$ cat config.mk
export PLATFORM = sky130hd
export DESIGN_NAME = grcm_regs
export DESIGN_NICKNAME = d
export VERILOG_FILES = /design/src/shared/grcm_pkg.sv /design/src/rtl/grcm_regs.sv
export VERILOG_INCLUDE_DIRS = /design/src /design/src/shared
export SDC_FILE = /design/constraint.sdc
export NUM_CORES = 2
export LEC_CHECK = 0
export BUFFER_PORTS_ARGS = -buffer_cell sky130_fd_sc_hd__buf_2
export CAP_MARGIN = 20
export CORE_ASPECT_RATIO = 1.2
export CORE_UTILIZATION = 40
export CTS_BUF_LIST = sky130_fd_sc_hd__clkbuf_2 sky130_fd_sc_hd__clkbuf_4 sky130_fd_sc_hd__clkbuf_8
export CTS_CLUSTER_DIAMETER = 60
export DETAILED_ROUTE_END_ITERATION = 10
export GPL_TIMING_DRIVEN = 0
export PLACE_DENSITY = 0.57
export REMOVE_ABC_BUFFERS = 1
export SYNTH_ARGS = -nofsm -noshare
export SYNTH_HDL_FRONTEND = slang
export SYNTH_SLANG_ARGS = --single-unit
$ cat constraint.sdc
create_clock -name clk -period 137.2 [get_ports clk]
set_input_delay 6.86 -clock clk [delete_from_list [all_inputs] [get_ports clk]]
set_output_delay 6.86 -clock clk [all_outputs]
set_load 0.005 [all_outputs]
$ cat src/shared/grcm_params.svh
// Command offsets, field values and timing counts of the gauge readout map
`ifndef GRCM_PARAMS_SVH
`define GRCM_PARAMS_SVH
`define GRCM_OFF_UNCOMP_FULL   7'h0e
`define GRCM_OFF_COMP_REM      7'h10
`define GRCM_OFF_COMP_FULL     7'h12
`define GRCM_OFF_MEAN_CUR      7'h14
`define GRCM_OFF_TTE           7'h16
`define GRCM_OFF_TTF           7'h18
`define GRCM_OFF_IDLE_CUR      7'h1a
`define GRCM_OFF_IDLE_TTE      7'h1c
`define GRCM_OFF_PEAK          7'h1e
`define GRCM_OFF_PEAK_TTE      7'h20
`define GRCM_OFF_ENERGY        7'h22
`define GRCM_OFF_POWER         7'h24
`define GRCM_OFF_CP_TTE        7'h26
`define GRCM_OFF_HEALTH        7'h28
`define GRCM_OFF_CYCLES        7'h2a
`define GRCM_OFF_SOC           7'h2c
`define GRCM_OFF_IMPED         7'h2e
`define GRCM_OFF_INST_CUR      7'h30
`define GRCM_OFF_LOG_CNT       7'h32
`define GRCM_OFF_LOG_POP       7'h34
`define GRCM_OFF_DIE_TEMP      7'h36
`define GRCM_OFF_CONFIG        7'h3a
`define GRCM_NO_TIME           16'hffff
`define GRCM_LOG_EMPTY         16'h7fff
`define GRCM_LOG_DEPTH         30
`define GRCM_PCT_MAX           8'h64
`define GRCM_SOH_MAX           8'h03
`define GRCM_LOW_SOC           8'h32
`define GRCM_BLEND_SHIFT       4
`define GRCM_MAS_PER_MAH       3600
`define GRCM_MIN_PER_HOUR      60
`define GRCM_CLK_HZ            125000000
`define GRCM_SEC_S             1
`define GRCM_SEC_CYCLES        (`GRCM_SEC_S * `GRCM_CLK_HZ)
`endif

$ cat src/shared/grcm_pkg.sv
// Types shared by the gauge readout map
package grcm_pkg;
  typedef struct packed {
    logic [15:0] uncomp_full_capacity;
    logic [15:0] comp_remaining;
    logic [15:0] comp_full;
    logic [15:0] uncomp_remaining;
    logic [15:0] mean_current;
    logic [15:0] instant_current;
    logic [15:0] tte_raw;
    logic [15:0] ttf_raw;
    logic [15:0] peak_tte_raw;
    logic [15:0] energy_left;
    logic [15:0] power_raw;
    logic [15:0] cp_tte_raw;
    logic [7:0]  health_percent;
    logic [7:0]  health_status;
    logic [7:0]  soc_raw;
    logic [15:0] impedance;
    logic [15:0] die_temp;
    logic        discharging;
    logic        charging;
    logic        full_charged;
  } grcm_eng_s;
  typedef struct packed {
    logic [15:0] initial_idle;
    logic [15:0] deadband;
    logic [15:0] initial_peak;
    logic [15:0] cycle_discharge_threshold;
    logic [15:0] config_mirror;
  } grcm_cfg_s;
endpackage

$ cat src/rtl/grcm_regs.sv
// Gauge readout command map: read-only words, adaptive currents, data log FIFO
`timescale 1ns/1ps
`include "grcm_params.svh"
// Function
// - 0x0e/0x0f reads uncompensated full capacity, refreshed by engine
// - 0x10/0x11 reads compensated remaining capacity
// - 0x12/0x13 reads compensated full charge capacity
// - 0x14/0x15 reads signed one second mean current
// - 0x16/0x17 minutes to empty, 65535 when not discharging
// - 0x18/0x19 minutes to full, 65535 when not charging
// - Idle current starts at initial value, updates on qualifying inner samples
// - Idle update blends about 94 percent old with 6 percent new
// - 0x1c/0x1d idle minutes from uncompensated remaining, 65535 idle
// - Peak load rises to larger loads, halves toward initial after deep cycle
// - 0x20/0x21 peak load minutes, 65535 when not discharging
// - 0x22/0x23 reads remaining energy in mWh
// - 0x24/0x25 signed mean power, zero when idle
// - 0x26/0x27 constant power minutes from engine, 65535 at zero power
// - 0x28 health percent limited to 0x64
// - 0x29 health status code, reserved codes read as not valid
// - Cycle count per profile, bumps at threshold, selected profile's count cleared on new pack
// - 0x2c/0x2d charge percent limited to 100
// - 0x30/0x31 instantaneous current refreshed by engine
// - Log count follows pushes and pops, saturates at 30, drops extras
// - Reading 0x34 pops oldest sample, 0x7fff when empty
// - 0x36/0x37 reads internal die temperature
// - Log-on sets flag, empties FIFO, starts recording
// - Log-off clears flag, stops recording, keeps samples
module grcm_regs import grcm_pkg::*; #(
  parameter int unsigned SEC_CYCLES = `GRCM_SEC_CYCLES
) (
  input  wire logic      clk,
  input  wire logic      sys_rst,
  input  wire logic      ce,
  input  wire grcm_eng_s eng,
  input  wire logic      eng_valid,
  input  wire grcm_cfg_s cfg,
  input  wire logic      profile_sel,
  input  wire logic      new_pack,
  input  wire logic      log_on_subcommand,
  input  wire logic      log_off_subcommand,
  input  wire logic      rd_en,
  input  wire logic [6:0] rd_cmd,
  output logic [7:0]     rd_data,
  output logic           rd_ack,
  output logic           logging_active_flag,
  output logic           sec_tick
);
  localparam int DEPTH = `GRCM_LOG_DEPTH;
  localparam logic [15:0] EMPTY_WORD = `GRCM_LOG_EMPTY;

  grcm_eng_s   snap;
  logic [31:0] sec_cnt;
  logic        init_done;
  logic [15:0] idle_current;
  logic [15:0] idle_sample;
  logic [1:0]  qual_hist;
  logic [15:0] idle_minutes_left;
  logic [15:0] peak_load;
  logic        deep_seen;
  logic        full_prev;
  logic [15:0] cycles [2];
  logic [31:0] dsg_acc;
  logic [15:0] log_mem [DEPTH];
  logic [4:0]  wr_ptr;
  logic [4:0]  rd_ptr;
  logic [4:0]  log_fill_count;
  logic [15:0] pop_hold;
  logic [15:0] word;
  logic        pop;
  logic        push;
  logic        qual_now;
  logic signed [15:0] mean_s;
  logic [15:0] mean_mag;
  logic [15:0] idle_mag;
  logic [19:0] next_idle;
  logic [31:0] thr_mas;
  logic [15:0] health_word;
  logic [7:0]  soh_pct;
  logic [7:0]  soh_code;
  logic [7:0]  soc_pct;
  logic [15:0] mean_power;

  assign mean_s = signed'(snap.mean_current);
  assign mean_mag = mean_s[15] ? 16'(-mean_s) : snap.mean_current;
  assign idle_mag = idle_current[15] ? 16'(-idle_current) : idle_current;
  assign qual_now = (mean_mag > cfg.deadband) &&
                    ({1'b0, mean_mag} <= {cfg.initial_idle, 1'b0});
  assign thr_mas = 32'(cfg.cycle_discharge_threshold * `GRCM_MAS_PER_MAH);
  assign push = sec_tick && logging_active_flag;
  assign pop = rd_en && (rd_cmd == `GRCM_OFF_LOG_POP) && (log_fill_count != 5'h00);

  // One second time base
  always_ff @(posedge clk) begin
    if (sys_rst) begin
      sec_cnt <= 32'h0;
      sec_tick <= 1'b0;
    end else if (ce) begin
      sec_tick <= (sec_cnt == SEC_CYCLES - 1);
      sec_cnt <= (sec_cnt == SEC_CYCLES - 1) ? 32'h0 : sec_cnt + 32'h1;
    end
  end

  // Engine snapshot of the estimated values
  always_ff @(posedge clk) begin
    if (sys_rst) begin
      snap <= '0;
    end else if (ce && eng_valid) begin
      snap <= eng;
    end
  end

  // Idle current adaptation
  always_comb begin
    next_idle = 20'({{4{idle_current[15]}}, idle_current} * 20'd15
                + {{4{idle_sample[15]}}, idle_sample});
  end

  always_ff @(posedge clk) begin
    if (sys_rst) begin
      init_done <= 1'b0;
      idle_current <= 16'h0;
      idle_sample <= 16'h0;
      qual_hist <= 2'b00;
    end else if (ce) begin
      if (!init_done) begin
        init_done <= 1'b1;
        idle_current <= cfg.initial_idle;
      end else if (sec_tick) begin
        qual_hist <= {qual_hist[0], qual_now};
        idle_sample <= snap.mean_current;
        if (qual_now && (&qual_hist)) begin
          idle_current <= 16'(signed'(next_idle) >>> `GRCM_BLEND_SHIFT);
        end
      end
    end
  end

  // Idle minutes from uncompensated remaining capacity
  always_ff @(posedge clk) begin
    if (sys_rst) begin
      idle_minutes_left <= `GRCM_NO_TIME;
    end else if (ce && sec_tick) begin
      if (!snap.discharging || idle_mag == 16'h0) begin
        idle_minutes_left <= `GRCM_NO_TIME;
      end else begin
        idle_minutes_left <= 16'((32'(snap.uncomp_remaining) * `GRCM_MIN_PER_HOUR)
                                 / 32'(idle_mag));
      end
    end
  end

  // Peak load tracking
  always_ff @(posedge clk) begin
    if (sys_rst) begin
      peak_load <= 16'h0;
      deep_seen <= 1'b0;
      full_prev <= 1'b0;
    end else if (ce) begin
      full_prev <= snap.full_charged;
      if (!init_done) begin
        peak_load <= cfg.initial_peak;
      end else if (snap.full_charged && !full_prev && deep_seen) begin
        peak_load <= 16'(({peak_load[15], peak_load}
                     + {cfg.initial_peak[15], cfg.initial_peak}) >> 1);
        deep_seen <= 1'b0;
      end else begin
        if (mean_s < signed'(peak_load)) begin
          peak_load <= snap.mean_current;
        end
        if (snap.discharging && snap.soc_raw < `GRCM_LOW_SOC) begin
          deep_seen <= 1'b1;
        end
      end
    end
  end

  // Cycle counters, one per cell profile
  always_ff @(posedge clk) begin
    if (sys_rst) begin
      cycles[0] <= 16'h0;
      cycles[1] <= 16'h0;
      dsg_acc <= 32'h0;
    end else if (ce) begin
      if (new_pack) begin
        cycles[profile_sel] <= 16'h0;
        dsg_acc <= 32'h0;
      end else if (sec_tick && mean_s[15]) begin
        if (dsg_acc + 32'(mean_mag) >= thr_mas) begin
          dsg_acc <= 32'h0;
          if (cycles[profile_sel] != 16'hffff) begin
            cycles[profile_sel] <= cycles[profile_sel] + 16'h1;
          end
        end else begin
          dsg_acc <= dsg_acc + 32'(mean_mag);
        end
      end
    end
  end

  // Logging flag
  always_ff @(posedge clk) begin
    if (sys_rst) begin
      logging_active_flag <= 1'b0;
    end else if (ce) begin
      if (log_on_subcommand) begin
        logging_active_flag <= 1'b1;
      end else if (log_off_subcommand) begin
        logging_active_flag <= 1'b0;
      end
    end
  end

  // Log FIFO storage
  always_ff @(posedge clk) begin
    if (ce && push && !log_on_subcommand && log_fill_count != DEPTH[4:0]) begin
      log_mem[wr_ptr] <= snap.mean_current;
    end
  end

  // Log FIFO pointers and count
  always_ff @(posedge clk) begin
    if (sys_rst) begin
      wr_ptr <= 5'h00;
      rd_ptr <= 5'h00;
      log_fill_count <= 5'h00;
    end else if (ce) begin
      if (log_on_subcommand) begin
        wr_ptr <= 5'h00;
        rd_ptr <= 5'h00;
        log_fill_count <= 5'h00;
      end else begin
        if (push && log_fill_count != DEPTH[4:0]) begin
          wr_ptr <= (wr_ptr == DEPTH[4:0] - 5'h1) ? 5'h00 : wr_ptr + 5'h1;
        end
        if (pop) begin
          rd_ptr <= (rd_ptr == DEPTH[4:0] - 5'h1) ? 5'h00 : rd_ptr + 5'h1;
        end
        if (push && log_fill_count != DEPTH[4:0] && !pop) begin
          log_fill_count <= log_fill_count + 5'h1;
        end else if (pop && !(push && log_fill_count != DEPTH[4:0])) begin
          log_fill_count <= log_fill_count - 5'h1;
        end
      end
    end
  end

  // Word shown at a command pair
  always_comb begin
    soh_pct = (snap.health_percent > `GRCM_PCT_MAX) ? `GRCM_PCT_MAX
              : snap.health_percent;
    soh_code = (snap.health_status > `GRCM_SOH_MAX) ? 8'h00
               : snap.health_status;
    soc_pct = (snap.soc_raw > `GRCM_PCT_MAX) ? `GRCM_PCT_MAX : snap.soc_raw;
    health_word = {soh_code, soh_pct};
    mean_power = (snap.discharging || snap.charging) ? snap.power_raw : 16'h0;
    case ({rd_cmd[6:1], 1'b0})
      `GRCM_OFF_UNCOMP_FULL: word = snap.uncomp_full_capacity;
      `GRCM_OFF_COMP_REM:    word = snap.comp_remaining;
      `GRCM_OFF_COMP_FULL:   word = snap.comp_full;
      `GRCM_OFF_MEAN_CUR:    word = snap.mean_current;
      `GRCM_OFF_TTE:     word = snap.discharging ? snap.tte_raw : `GRCM_NO_TIME;
      `GRCM_OFF_TTF:     word = snap.charging ? snap.ttf_raw : `GRCM_NO_TIME;
      `GRCM_OFF_IDLE_CUR:    word = idle_current;
      `GRCM_OFF_IDLE_TTE:    word = idle_minutes_left;
      `GRCM_OFF_PEAK:        word = peak_load;
      `GRCM_OFF_PEAK_TTE: word = snap.discharging ? snap.peak_tte_raw
                                 : `GRCM_NO_TIME;
      `GRCM_OFF_ENERGY:      word = snap.energy_left;
      `GRCM_OFF_POWER:       word = mean_power;
      `GRCM_OFF_CP_TTE: word = (mean_power == 16'h0) ? `GRCM_NO_TIME
                               : snap.cp_tte_raw;
      `GRCM_OFF_HEALTH:      word = health_word;
      `GRCM_OFF_CYCLES:      word = cycles[profile_sel];
      `GRCM_OFF_SOC:         word = {8'h00, soc_pct};
      `GRCM_OFF_IMPED:       word = snap.impedance;
      `GRCM_OFF_INST_CUR:    word = snap.instant_current;
      `GRCM_OFF_LOG_CNT:     word = {11'h000, log_fill_count};
      `GRCM_OFF_LOG_POP:     word = pop_hold;
      `GRCM_OFF_DIE_TEMP:    word = snap.die_temp;
      `GRCM_OFF_CONFIG:      word = cfg.config_mirror;
      default:               word = 16'h0000;
    endcase
  end

  // Host byte read port; low byte of the buffer pair pops
  always_ff @(posedge clk) begin
    if (sys_rst) begin
      rd_data <= 8'h00;
      rd_ack <= 1'b0;
      pop_hold <= `GRCM_LOG_EMPTY;
    end else if (ce) begin
      rd_ack <= rd_en;
      if (rd_en && rd_cmd == `GRCM_OFF_LOG_POP) begin
        pop_hold <= pop ? log_mem[rd_ptr] : `GRCM_LOG_EMPTY;
        rd_data <= pop ? log_mem[rd_ptr][7:0] : EMPTY_WORD[7:0];
      end else if (rd_en) begin
        rd_data <= rd_cmd[0] ? word[15:8] : word[7:0];
      end
    end
  end
endmodule

# --- After elaboration in Yosys (flattened, before gate mapping) ---
# Memory sizes are Yosys's and may differ from the RTL's. A register that Yosys moved wholly into a read port is not among the register bits.
# Index checks and enable logic that the tools add are counted.
totals:
  output_inout_bits: 11
  mem_bits_rw: 512
  n_memories: 2
  inputBits: 347
  register_bits: 426
classes:
  bitwise: 1
  order_cmp: 8
  mul: 3
  reduce_logical: 47
  addsub: 11
  div_mod_pow: 1
  mux: 61
  eq_ne: 31
mem_list:
  columns: ["memory", "words", "width", "rd", "rd_clocked_by_memory_dff", "wr", "line_no", "text"]
  rows:
  - ["log_mem", 30, 16, 1, 1, 1, "grcm_regs.sv:64", "logic [15:0] log_mem [DEPTH];"]
  - ["cycles", 2, 16, 1, 0, 2, "grcm_regs.sv:62", "logic [15:0] cycles [2];"]
op_table:
  columns: ["op", "n"]
  rows:
  - ["16-bit case mux with 22 select lines", 1]
  - ["16-bit 2-to-1 mux", 17]
  - ["32-bit 2-to-1 mux", 4]
  - ["6-bit by 5-bit equality test with 1-bit output, second input constant", 13]
  - ["8-bit 2-to-1 mux", 7]
  - ["5-bit 2-to-1 mux", 11]
  - ["6-bit by 4-bit equality test with 1-bit output, second input constant", 8]
  - ["32-bit by 1-bit adder with 32-bit output, second input constant", 1]
  - ["32-bit by 16-bit adder with 32-bit output", 1]
  - ["22-bit by 16-bit divider with 32-bit output", 1]
  - ["32-bit by 27-bit equality test with 1-bit output, second input constant", 1]
  - ["32-bit by 28-bit greater-or-equal comparator with 1-bit output", 1]
  - ["16-bit logical NOT", 2]
  - ["16-bit negator", 2]
  - ["16-bit by 8-bit multiplier with 24-bit output, second input constant", 1]
  - ["1-bit 2-to-1 mux", 21]
  - ["20-bit adder", 1]
  - ["16-bit by 4-bit multiplier with 20-bit output, second input constant", 1]
  - ["20-bit by 4-bit multiplier with 20-bit output, second input constant", 1]
  - ["2-bit AND reduction", 9]
  - ["16-bit by 16-bit adder with 17-bit output", 1]
  - ["16-bit by 17-bit less-or-equal comparator with 1-bit output", 1]
  - ["1-bit logical AND", 17]
  - ["16-bit by 1-bit adder with 16-bit output, second input constant", 1]
  - ["23 further kinds", 39]

# --- Logic depth before layout (Yosys ltp) ---
logic_depth:
  word_depth: 13
  mapped_depth: 474
  mapped_depth_nobuf: 442

# --- Worst setup path before layout ---
# Ideal clock, no wire load.
synth_timing:
  path_kind: "reg2reg"
  from: "register idle_current[0]"
  to: "register idle_minutes_left[0]"
  path_stages_with_launch: 445
  slack_ns: 50.407
  arrival_ns: 86.668
  required_time_ns: 137.074
  setup_ns: 0.126
  cell_sequence: "dfxtp_1 > clkbuf_1 > inv_1 > ha_1 > nor2b_1 > xnor2_1 > ha_1 > o21a_1 > o22ai_1 > or4bb_1 > o41ai_1 > and3_1 > ha_1 > a21o_1 > a31oi_1 > o21ai_0 > o21ai_0 > nor2_1 > [... 409 more ...] > inv_1 > nand3_1 > a211oi_2 > and4_1 > nand2_2 > buf_2 > nor2_1 > a21oi_1 > ha_1 > a21o_1 > a21o_1 > a21oi_1 > o21ai_0 > a2111oi_0 > nand4b_1 > nor4_1 > o2111a_1 > a31oi_1"
synth_via:
  elab_chain_len: 5
synth_lines:
  columns: ["element", "line_no", "text"]
  rows:
  - ["start, declared", "grcm_regs.sv:55", "logic [15:0] idle_current;"]
  - ["start signal, assigned", "grcm_regs.sv:128", "idle_current <= cfg.initial_idle;"]
  - ["start signal, assigned", "grcm_regs.sv:133", "idle_current <= 16'(signed'(next_idle) >>> `GRCM_BLEND_SHIFT);"]
  - ["16-bit negator", "grcm_regs.sv:86", "assign idle_mag = idle_current[15] ? 16'(-idle_current) : idle_current;"]
  - ["16-bit 2-to-1 mux *", "grcm_regs.sv:86", null]
  - ["branches (longest 2 deep; another with 22-bit by 16-bit divider with 32-bit output)", null, null]
  - ["16-bit 2-to-1 mux *", "grcm_regs.sv:144", "if (!snap.discharging || idle_mag == 16'h0) begin"]
  - ["end signal, assigned", "grcm_regs.sv:142", "idle_minutes_left <= `GRCM_NO_TIME;"]
  - ["end signal, assigned", "grcm_regs.sv:145", "idle_minutes_left <= `GRCM_NO_TIME;"]
  - ["end signal, assigned", "grcm_regs.sv:147", "idle_minutes_left <= 16'((32'(snap.uncomp_remaining) * `GRCM_MIN_PER_HOUR)"]
  - ["end, declared", "grcm_regs.sv:58", "logic [15:0] idle_minutes_left;"]
# Every way passes the cells marked *.
# A chain may end at the register's enable or synchronous reset.

# --- Worst setup path after layout ---
# Same ends and word-level chain as after synthesis.

==> metrics <==
#FFs+latches synth=943; DR top layer=met5; area growth from synthesis to final layout=13.3%; GRT overflow=0; CTS Buffer Depth=3; CP max FO=28; quantity of gates resized following cts=0; EDFF count, synth=512; post-synth top area cell=edfxtp_1; leading post-synthesis cells by cell area=edfxtp_1, dfxtp_1, ha_1, nand2_1, a21oi_1; final hold viol count=0; part of the Yosys area used for sequential elements=34.1%; CP top delay family=compound AO/OA/AOI/OAI gates; Hold Crit Class=flop to flop; fin util=45.6%; vias in the first global route=58800; Max transition margin=28.5%; post-place setup slack=34.31 ns; post-synth cell types=139; worst-case reg-to-reg path depth=404; worst reg-to-reg setup slack=34.30 ns; post-layout net count=9046; setup TNS=0 ns; drt pass-1 iters=7; DR WL/cell=22.7 µm; via/cell ratio=5.87; via count=61100; core area=175000 µm²; Primary FF master, synth=edfxtp_1; Critical Path RT=137.98 ns; WS Path Type=flop to flop; Synth top area share=21.8%; WP buf/inv=15; worst path arrival time=103.68 ns; largest net degree at the start of global routing=131; DR WL met3=16200 µm; Die ar.=178000 µm²; DRT iter0 DRCs=5468; clk_lat worst skew=0.94 ns; WP depth=404; RSZ-0062 raised after global routing=no; post-DP HPWL=181000 µm; port bufs=357; reg2reg start=idle_current[0]; Most common cell on crit path=o21a_1; Tmin final=102.90 ns; CTS Buf Count=163; H-tree Lvls=4; fill count=16900; num ports=358; Ys Warns=0; Final GP Congestion=0.926; GRT Total Usage=25.9%; worst hold slack=0.454 ns; actual slew at the worst max-slew pin=1.06 ns; CTS tree=built; starting density of the core=40.3%; # clock sinks=943; Crit-path slowest cell=dfxtp_1; area of the multi-input gates=44300 µm²; Mapped Cells=7634; highest clock rate=9.72 MHz; antenna violations before repair=29; final worst-path cycle share=75.0%; met2 WL=109000 µm; Post-Route M1 WL=101000 µm; CP endpoint=idle_minutes_left[0]; Die X=385 µm; total of max-cap violations=0; Cell Area, Synth=70500 µm²; critical path endpoint category=flop; Max stage delay on crit path=0.89 ns; drt drc=0; clock transition at the registers of the reported paths=0.06 ns; Die Ht=462 µm; Routed WL=236000 µm; cts hold-fix bufs=0; Critical Path Start=idle_current[0]; terminus of the critical flop-to-flop path=idle_minutes_left[0]; setup bufs post-CTS=0; setup slack after layout=34.30 ns; Rows=168; startpoint types=flop; synthesized area per cell=9.23 µm²; sequential cell area=24000 µm²; number of routed nets with antenna violations=0; Slew Limit Fails=0; layout cells sized above 1=15.2%; root buf cell=clkbuf_8; outcome=finished, final reports clean; first-pass GRT wire length=353000 µm; clock skew=0.0595 ns; # setup viols final=0; ys async rst share=0%
## synthesized netlist by cell type, types with 84 or more instances
cell type / instances
nand2_1: 974
nor2_1: 560
dfxtp_1: 431
nand2b_1: 116
mux2_2: 107
inv_1: 324
nor3_1: 229
a21oi_1: 688
o21a_1: 186
edfxtp_1: 512
fa_1: 102
a21o_1: 121
nand3_1: 151
mux4_2: 144
a22oi_1: 95
nand4_1: 84
xnor2_1: 253
ha_1: 626
xor2_1: 127
o31ai_1: 96
clkbuf_1: 260
o21ai_0: 301
## logic make-up (layout without fill, tap and decap cells)
family                     Yosys count  count (layout)  synth area share (%)
xor gates and xnor gates           381             381                  4.76
AOI/OAI and AO/OA                 2047            2047                  19.1
other                                1              19               0.00532
buffers and inverters              639            1093                  3.46
adders and majority gates          729             729                  14.0
and+or+nand+nor                   2572            2572                  17.3
muxes                              322             322                  7.35
DFF                                943             943                  34.1
## cell usage in the layout (no fill, tap or decap), drive strengths merged, types with 52 or more instances in the layout
master / Yosys / final
a211oi: 52 / 52
a21o: 121 / 121
a21oi: 693 / 693
a22oi: 95 / 95
a31oi: 54 / 54
and2: 66 / 66
buf: 51 / 475
clkbuf: 261 / 229
dfxtp: 431 / 431
edfxtp: 512 / 512
fa: 102 / 102
ha: 626 / 626
inv: 326 / 336
mux2: 114 / 114
mux2i: 64 / 64
mux4: 144 / 144
nand2: 976 / 976
nand2b: 117 / 117
nand3: 158 / 158
nand4: 86 / 86
nor2: 562 / 562
nor2b: 77 / 77
nor3: 231 / 231
o211ai: 59 / 59
o21a: 186 / 186
o21ai: 320 / 320
o31ai: 100 / 100
or2: 52 / 52
xnor2: 253 / 253
xor2: 127 / 127
## metrics by stage
stage / cells / instance area, µm²
after floorplan: 7331 / 69300
after global placement: 9983 / 73900
after detailed placement: 10100 / 76200
after CTS: 10400 / 79700
after global routing: 10400 / 79800
final: 10400 / 79800
## area by class of cell
type	instances	share of cell area, %
clock inverters	62	0.741
multi-input cells	6061	55.5
flip-flops and latches	943	30.1
inverters	327	1.54
well taps	2295	3.60
repair buffers	475	4.86
clock buffers	229	3.63
diodes	9	0.0282
## state kept, by name, summed over array words and instances, names as in the netlist, 16 cells and up, named ones only
| signal | cells |
|---|---|
| idle_current | 16 |
| cycles | 32 |
| idle_sample | 16 |
| dsg_acc | 32 |
| peak_load | 16 |
| mean_s | 16 |
| sec_cnt | 32 |
| pop_hold | 16 |
| log_mem | 480 |
| idle_minutes_left | 16 |
| snap | 235 |
## worst register-to-register path: cells and delay by family, from the launching register on
family          cells  cell delay [ns]
simple gates      114            30.96
buf+inv            15             2.37
compound gates    243            57.78
fa+ha+maj          31            10.27
mux                 1             0.46
flops               1             0.89
## metal layers
metal	track usage (%)	up-vias
met5	0	-
met4	10.2	24
met3	3.90	441
met2	42.5	2101
met1	34.3	29600
li1	-	28900
## how the worst min path moves through the flow
stage                          from         to  cells after the start
after floorplan            snap[47]   snap[47]                      2
after global placement    snap[109]  snap[109]                      2
after detailed placement   snap[71]   snap[71]                      2
after CTS                  snap[71]   snap[71]                      2
after global routing      snap[231]  snap[231]                      2
final                      snap[17]   snap[17]                      2
Power is left out: the tool's default activity adds up to more than one toggle a clock period on the data nets, which glitch-free logic cannot reach.
